File: src/rtl/epcs_map.svh
// constants of the energy pulse calibration scaler
`ifndef EPCS_MAP_SVH
`define EPCS_MAP_SVH
`define EPCS_CLK_HZ 200000000
`define EPCS_SAMPLE_DIV 4
`define EPCS_CF_MAX_HZ 23000
`define EPCS_FS_POWER 4194304
`define EPCS_GAIN_SHIFT 12
`define EPCS_PERIOD_UNIT 8
`define EPCS_RATIO_RESET 12'h03f
`define EPCS_DIVIDER_RESET 8'h00
`define EPCS_HALFCYC_RESET 16'hffff
`define EPCS_ENERGY_LSB_POS 24
`endif

File: src/rtl/epcs_pkg.sv
// types shared by the energy pulse calibration scaler
package epcs_pkg;
   typedef logic signed [25:0] power_t;
   typedef logic [11:0] ratio_t;
   typedef enum logic [1:0] {
      DV_IDLE = 2'b01,
      DV_RUN = 2'b10
   } div_state_t;
endpackage

File: src/rtl/pulse_if.sv
// carrier between the energy path and the pulse rate generator
interface pulse_if;
   epcs_pkg::power_t power;
   logic valid;
   epcs_pkg::ratio_t numer;
   epcs_pkg::ratio_t denom;
   logic pulse;
   modport gen (input power, input valid, input numer, input denom, output pulse);
   modport user (output power, output valid, output numer, output denom, input pulse);
endinterface

File: src/rtl/energy_pulse_calibration_scaler.sv
// active energy gain, divider, pulse output and line-cycle accumulation
`include "epcs_map.svh"
module energy_pulse_calibration_scaler #(
   parameter int RATIO_W = 12,
   parameter int HALFCYC_W = 16
) (
   input wire logic CLK_I,
   input wire logic SRST_I,
   input wire logic signed [23:0] ACTIVE_POWER_I,
   input wire logic POWER_VALID_I,
   input wire logic ZERO_CROSS_I,
   input wire logic CFG_WE_I,
   input wire logic signed [11:0] ACTIVE_POWER_GAIN_I,
   input wire logic [RATIO_W-1:0] PULSE_RATIO_NUMER_I,
   input wire logic [RATIO_W-1:0] PULSE_RATIO_DENOM_I,
   input wire logic [7:0] ACTIVE_ENERGY_DIVIDER_I,
   input wire logic [HALFCYC_W-1:0] HALF_CYCLE_COUNT_SETTING_I,
   input wire logic CYCLE_END_MASK_I,
   input wire logic FLAG_CLEAR_I,
   output logic CAL_PULSE_O,
   output logic signed [23:0] ACTIVE_ENERGY_ACCUM_O,
   output logic signed [23:0] LINE_ACTIVE_ENERGY_ACCUM_O,
   output logic [15:0] LINE_PERIOD_O,
   output logic CYCLE_END_FLAG_O,
   output logic IRQ_N_O,
   output logic IRQ_OE_O
);
   typedef struct packed {
      logic zx_meta;
      logic zx_sync;
      logic zx_prev;
      logic signed [11:0] gain;
      logic [RATIO_W-1:0] numer;
      logic [RATIO_W-1:0] denom;
      logic [7:0] divider;
      logic [HALFCYC_W-1:0] halfset;
      logic mask;
      logic signed [47:0] e_acc;
      logic signed [47:0] line_acc;
      logic signed [23:0] line_out;
      logic [2:0] pre8;
      logic [15:0] per_cnt;
      logic [15:0] period;
      logic [HALFCYC_W-1:0] half_cnt;
      logic flag;
      logic irq_oe;
      logic pulse_q;
      logic signed [23:0] energy_out;
      epcs_pkg::div_state_t dv_st;
      logic [5:0] dv_idx;
      logic [47:0] dv_num;
      logic [8:0] dv_rem;
      logic [47:0] dv_quo;
      logic dv_neg;
      logic [7:0] dv_den;
   } st_t;
   st_t st_ff, nxt_st;

   pulse_if pif ();

   // one plus gain over 4096, applied once and shared by both paths
   function automatic epcs_pkg::power_t gain_scale(input logic signed [23:0] p, input logic signed [11:0] g);
      logic signed [35:0] prod;
      prod = 36'(p) * 36'(g);
      gain_scale = 26'(p) + 26'(prod >>> `EPCS_GAIN_SHIFT);
   endfunction

   epcs_pkg::power_t scaled;
   logic zx_edge;
   logic zx_rise;
   logic [8:0] dv_trial;
   logic cyc_end;

   assign scaled = gain_scale(ACTIVE_POWER_I, st_ff.gain);
   assign pif.power = scaled;
   assign pif.valid = POWER_VALID_I;
   assign pif.numer = epcs_pkg::ratio_t'(st_ff.numer);
   assign pif.denom = epcs_pkg::ratio_t'(st_ff.denom);

   pulse_rate_gen u_pulse (
      .clk_i(CLK_I),
      .srst_i(SRST_I),
      .pif(pif)
   );

   always_comb begin
      nxt_st = st_ff;
      zx_edge = st_ff.zx_sync ^ st_ff.zx_prev;
      zx_rise = st_ff.zx_sync & ~st_ff.zx_prev;
      dv_trial = {st_ff.dv_rem[7:0], st_ff.dv_num[47]};
      cyc_end = 1'b0;
      nxt_st.zx_meta = ZERO_CROSS_I;
      nxt_st.zx_sync = st_ff.zx_meta;
      nxt_st.zx_prev = st_ff.zx_sync;
      nxt_st.pulse_q = pif.pulse;
      if (CFG_WE_I) begin
         nxt_st.gain = ACTIVE_POWER_GAIN_I;
         nxt_st.numer = PULSE_RATIO_NUMER_I;
         nxt_st.denom = PULSE_RATIO_DENOM_I;
         nxt_st.divider = ACTIVE_ENERGY_DIVIDER_I;
         nxt_st.halfset = HALF_CYCLE_COUNT_SETTING_I;
         nxt_st.mask = CYCLE_END_MASK_I;
      end
      if (POWER_VALID_I) begin
         nxt_st.e_acc = st_ff.e_acc + 48'(scaled);
         nxt_st.line_acc = st_ff.line_acc + 48'(scaled);
      end
      // period in units of eight clocks, rising edge to rising edge
      nxt_st.pre8 = st_ff.pre8 + 3'h1;
      if (zx_rise) begin
         nxt_st.period = st_ff.per_cnt;
         nxt_st.per_cnt = 16'h0;
         nxt_st.pre8 = 3'h0;
      end else if (st_ff.pre8 == 3'(`EPCS_PERIOD_UNIT - 1) && st_ff.per_cnt != 16'hffff) begin
         nxt_st.per_cnt = st_ff.per_cnt + 16'h1;
      end
      // both edges of the crossing mark a half cycle; a zero setting idles
      if (zx_edge && st_ff.halfset != '0) begin
         if (st_ff.half_cnt + 1'b1 >= st_ff.halfset) begin
            nxt_st.half_cnt = '0;
            nxt_st.line_out = nxt_st.line_acc[47:24];
            nxt_st.line_acc = 48'h0;
            nxt_st.flag = 1'b1;
            cyc_end = 1'b1;
         end else begin
            nxt_st.half_cnt = st_ff.half_cnt + 1'b1;
         end
      end
      // set beats clear in the same cycle
      // a set flag being set again must still beat the clear
      if (FLAG_CLEAR_I && !cyc_end) begin
         nxt_st.flag = 1'b0;
      end
      nxt_st.irq_oe = nxt_st.flag & nxt_st.mask;
      // serial divide keeps the pulse path free of the divider
      unique case (st_ff.dv_st)
         epcs_pkg::DV_IDLE: begin
            nxt_st.dv_neg = st_ff.e_acc[47];
            nxt_st.dv_num = st_ff.e_acc[47] ? 48'(-st_ff.e_acc) : st_ff.e_acc;
            nxt_st.dv_den = (st_ff.divider == 8'h00) ? 8'h01 : st_ff.divider;
            nxt_st.dv_rem = 9'h0;
            nxt_st.dv_quo = 48'h0;
            nxt_st.dv_idx = 6'h0;
            nxt_st.dv_st = epcs_pkg::DV_RUN;
         end
         epcs_pkg::DV_RUN: begin
            nxt_st.dv_num = {st_ff.dv_num[46:0], 1'b0};
            if (dv_trial >= {1'b0, st_ff.dv_den}) begin
               nxt_st.dv_rem = dv_trial - {1'b0, st_ff.dv_den};
               nxt_st.dv_quo = {st_ff.dv_quo[46:0], 1'b1};
            end else begin
               nxt_st.dv_rem = dv_trial;
               nxt_st.dv_quo = {st_ff.dv_quo[46:0], 1'b0};
            end
            nxt_st.dv_idx = st_ff.dv_idx + 6'h1;
            if (st_ff.dv_idx == 6'd47) begin
               nxt_st.energy_out = st_ff.dv_neg ? 24'(-nxt_st.dv_quo[47:24]) : nxt_st.dv_quo[47:24];
               nxt_st.dv_st = epcs_pkg::DV_IDLE;
            end
         end
      endcase
   end

   always_ff @(posedge CLK_I) begin
      if (SRST_I) begin
         st_ff <= '0;
         st_ff.numer <= RATIO_W'(`EPCS_RATIO_RESET);
         st_ff.denom <= RATIO_W'(`EPCS_RATIO_RESET);
         st_ff.divider <= `EPCS_DIVIDER_RESET;
         st_ff.halfset <= HALFCYC_W'(`EPCS_HALFCYC_RESET);
         st_ff.dv_st <= epcs_pkg::DV_IDLE;
      end else begin
         st_ff <= nxt_st;
      end
   end

   assign CAL_PULSE_O = st_ff.pulse_q;
   assign ACTIVE_ENERGY_ACCUM_O = st_ff.energy_out;
   assign LINE_ACTIVE_ENERGY_ACCUM_O = st_ff.line_out;
   assign LINE_PERIOD_O = st_ff.period;
   assign CYCLE_END_FLAG_O = st_ff.flag;
   assign IRQ_N_O = 1'b0;
   assign IRQ_OE_O = st_ff.irq_oe;
endmodule

File: src/rtl/pulse_rate_gen.sv
// calibration pulse generator driven by gain-scaled active power
`include "epcs_map.svh"
module pulse_rate_gen (
   input wire logic clk_i,
   input wire logic srst_i,
   pulse_if.gen pif
);
   localparam longint SAMPLE_HZ = `EPCS_CLK_HZ / `EPCS_SAMPLE_DIV;
   // full-scale power at ratio one crosses this once per 1/23kHz
   localparam logic signed [63:0] BASE = 64'(longint'(`EPCS_FS_POWER) * SAMPLE_HZ / `EPCS_CF_MAX_HZ);

   typedef struct packed {
      logic signed [63:0] acc;
      logic pulse;
   } st_t;
   st_t st_ff, nxt_st;

   logic signed [63:0] thresh;
   logic signed [63:0] step;

   always_comb begin
      nxt_st = st_ff;
      nxt_st.pulse = 1'b0;
      thresh = BASE * $signed({52'h0, pif.denom} + 64'h1);
      step = 64'(pif.power) * $signed({52'h0, pif.numer} + 64'h1);
      if (pif.valid) begin
         nxt_st.acc = st_ff.acc + step;
      end
      // either sign of energy emits a pulse; reverse flow is still metered
      if (nxt_st.acc >= thresh) begin
         nxt_st.acc = nxt_st.acc - thresh;
         nxt_st.pulse = 1'b1;
      end else if (nxt_st.acc <= -thresh) begin
         nxt_st.acc = nxt_st.acc + thresh;
         nxt_st.pulse = 1'b1;
      end
   end

   always_ff @(posedge clk_i) begin
      if (srst_i) begin
         st_ff <= '0;
      end else begin
         st_ff <= nxt_st;
      end
   end

   assign pif.pulse = st_ff.pulse;
endmodule

File: config.mk
export PLATFORM = sky130hd
export DESIGN_NAME = energy_pulse_calibration_scaler
export DESIGN_NICKNAME = d
export VERILOG_FILES = /design/src/rtl/epcs_pkg.sv /design/src/rtl/pulse_if.sv /design/src/rtl/energy_pulse_calibration_scaler.sv /design/src/rtl/pulse_rate_gen.sv
export VERILOG_INCLUDE_DIRS = /design/src /design/src/rtl
export SDC_FILE = /design/constraint.sdc
export NUM_CORES = 2
export LEC_CHECK = 0
export BUFFER_PORTS_ARGS = -buffer_cell sky130_fd_sc_hd__buf_2
export CAP_MARGIN = 25
export CORE_MARGIN = 3
export CORE_UTILIZATION = 40
export CTS_CLUSTER_SIZE = 12
export DETAILED_ROUTE_END_ITERATION = 10
export GPL_TIMING_DRIVEN = 0
export PLACE_DENSITY_LB_ADDON = 0.08
export SLEW_MARGIN = 40
export SYNTH_ARGS = -nofsm -noshare
export SYNTH_HDL_FRONTEND = slang
export SYNTH_SLANG_ARGS = --single-unit
File: constraint.sdc
create_clock -name CLK_I -period 32.5 [get_ports CLK_I]
set_input_delay 4.875 -clock CLK_I [delete_from_list [all_inputs] [get_ports CLK_I]]
set_output_delay 4.875 -clock CLK_I [all_outputs]
set_load 0.02 [all_outputs]
==> metrics <==
Synth area leader=fa_1; total vias in the final route=53600; Fmax=35.5 MHz; syn avg cell area=8.29 um^2; clk sink count=447; Final TNS setup=0 ns; commonest non-fill, non-tap cells in the layout=inv_1, nor2_1, fa_1; Cell Rows=146; crit path from=ACTIVE_POWER_I[8]; GRT Residual Overflow=0; WP data required=32.99 ns; DR pass1 iterations=6; buffer count from post-CTS setup fixing=0; Die Ht=406 um; GP Congestion=0.921; CP Capture Point=u_pulse.st_ff[1]; Die W=406 um; CTS resizes=0; post-DR wirelength/cell=20.7 um; worst min path class=reg2reg; Final period util=86.7%; RSZ-0062 raised after global routing=no; Hold Vio Cnt, Final=0; Final Max Slew Viols=0; Synth async-reset ratio=0%; number of DRC markers in iteration 0=3712; flops & latches, synth=447; CP most frequent cell=fa_1; Layout area overhead=9.23%; htree depth=2; post-route ant nets=0; share of cells above drive strength 1=6.78%; CTS tree=yes; Critical Path End Type=register; Netlist Area Pre-Place=0.0639 mm^2; slowest stage cell, crit path=clkinv_1; warnings from Yosys=0; gr usage total=25.2%; Post-Syn Instances=7710; Post-synth EDFFs=0; number of I/O pins=159; Via density=5.33; pin count of the biggest net entering global routing=25; clk_lat worst skew=0.70 ns; Post-synth top flop=dfxtp_1; first-pass GRT wire length=321 mm; worst reg2reg startpoint=st_ff[374]; Max-Cap Viols=0; Tightest Pin Transition=0.904 ns; Final nets=9409; Reg2Reg Depth=82; Routed WL=208 mm; Critical Path Start Type=primary input; Cell variety after synth=105; syn nets=9182; Setup CP Type=in2reg; most common cell after layout, fill and taps aside=inv_1; die area=0.165 mm^2; WP data arrival=28.65 ns; Num CTS Buffers=56; status=finished clean; post-synthesis sequential area ratio=14.0%; fin crit period=28.16 ns; hpwl dp=176 mm; flop2flop setup slack=8.00 ns; Yosys top cell area share=22.0%; IO buf count=155; final setup fails=0; Clock Tree Buf Depth=3; top post-synthesis cells by area=fa_1, dfxtp_1, ha_1, inv_1, nor2_1; CTS root buf=clkbuf_16; crit-path max cell delay=0.70 ns; relative slew slack=39.7%; antenna violations before repair=3; initial core utilization=40.3%; Remaining DRCs=0; r2r endpoint=u_pulse.st_ff[1]; Core ar.=0.159 mm^2; clock-pin transition on the worst setup and hold timing paths=0.06 ns; Worst Path Max Fanout=10; WHS=0.400 ns; Worst Clk Skew=0.0826 ns; CTS Hold Bufs=0; number of global-route vias before repair=53300
-- kinds of logic after synthesis --
logic type,share of synthesized area (%)
compound gates,14.4
xor+xnor,7.17
fa+ha+maj,35.4
buf+inv,8.43
flops,14.0
mux,3.48
other cells,0.00587
simple gates,17.2
-- flip-flops by register name, summed over array words and instances (netlist names) --
register,count
CYCLE_END_FLAG_O,1
CAL_PULSE_O,1
IRQ_OE_O,1
ACTIVE_ENERGY_ACCUM_O,24
LINE_PERIOD_O,16
pif.numer,12
st_ff,280
nxt_st,2
u_pulse.pif.pulse,1
pif.denom,12
LINE_ACTIVE_ENERGY_ACCUM_O,24
dv_trial,9
u_pulse.st_ff,64
-- stage by stage --
stage	cells	utilization, %	instance area (um^2)	worst slack, ns
after global placement	9937	42.4	67300	-0.953
after floorplan	7710	-	63900	7.63
final	10100	44.0	69800	4.34
after CTS	10100	44.0	69700	4.11
after detailed placement	9951	42.7	67700	3.50
after global routing	10100	44.0	69800	3.16
-- synthesized netlist by cell type, types with 33 or more instances --
| cell | n |
|---|---|
| nor2b_1 | 66 |
| nand3_1 | 128 |
| o21a_1 | 53 |
| and3_1 | 57 |
| nor2_1 | 793 |
| a21o_1 | 145 |
| nor3_1 | 112 |
| nand2_1 | 695 |
| o21bai_1 | 60 |
| nand2b_1 | 84 |
| xor2_1 | 184 |
| or3_1 | 50 |
| xnor2_1 | 339 |
| o21ai_0 | 278 |
| nand4_1 | 62 |
| o211ai_1 | 42 |
| clkbuf_1 | 253 |
| a211oi_1 | 116 |
| o31ai_1 | 44 |
| inv_1 | 973 |
| mux2_2 | 50 |
| mux2i_1 | 161 |
| nor4_1 | 33 |
| dfxtp_1 | 447 |
| buf_4 | 68 |
| fa_1 | 702 |
| a21oi_1 | 437 |
| ha_1 | 679 |
| and2_1 | 174 |
-- metal layers --
| layer | track usage, % | vias to the layer above | part of all wire, % |
|---|---|---|---|
| met2 | 42.9 | 1125 | 48 |
| met5 | 0 | - | 0 |
| met3 | 2.28 | 193 | 4.2 |
| met1 | 34.1 | 26300 | 45 |
| li1 | - | 26000 | - |
| met4 | 6.63 | 0 | 2.8 |
-- critical path: cells and delay by family --
kind / cells / cell delay (ns)
xor+xnor: 4 / 0.99
fa+ha+maj: 16 / 6.78
buf+inv: 13 / 3.26
mux: 1 / 0.36
compound gates: 31 / 7.03
simple gates: 19 / 5.26
-- layout make-up --
type | count | area, um^2
multi-input cells | 5904 | 49800
well taps | 2072 | 2590
clock inverters | 26 | 418
repair buffers | 169 | 963
fillers | 16100 | 88800
plain buffers | 366 | 1710
clock buffers | 77 | 1620
diodes | 2 | 5.00
flip-flops and latches | 447 | 8950
inverters | 993 | 3730
-- worst min-delay path by stage --
| stage | depth (start not counted) | from | slack, ns | end |
|---|---|---|---|---|
| 2_1_floorplan | 1 | st_ff[197] | 0.40 | st_ff[197] |
| 3_3_place_gp | 2 | st_ff[75] | 0.40 | st_ff[76] |
| 3_5_place_dp | 2 | st_ff[87] | 0.41 | st_ff[88] |
| 4_1_cts | 1 | st_ff[20] | 0.40 | st_ff[21] |
| 5_1_grt | 2 | st_ff[80] | 0.44 | st_ff[81] |
| 6_report | 1 | st_ff[20] | 0.40 | st_ff[21] |
Power is left out: the tool's default activity adds up to more than one toggle a clock period on the data nets, which glitch-free logic cannot reach.
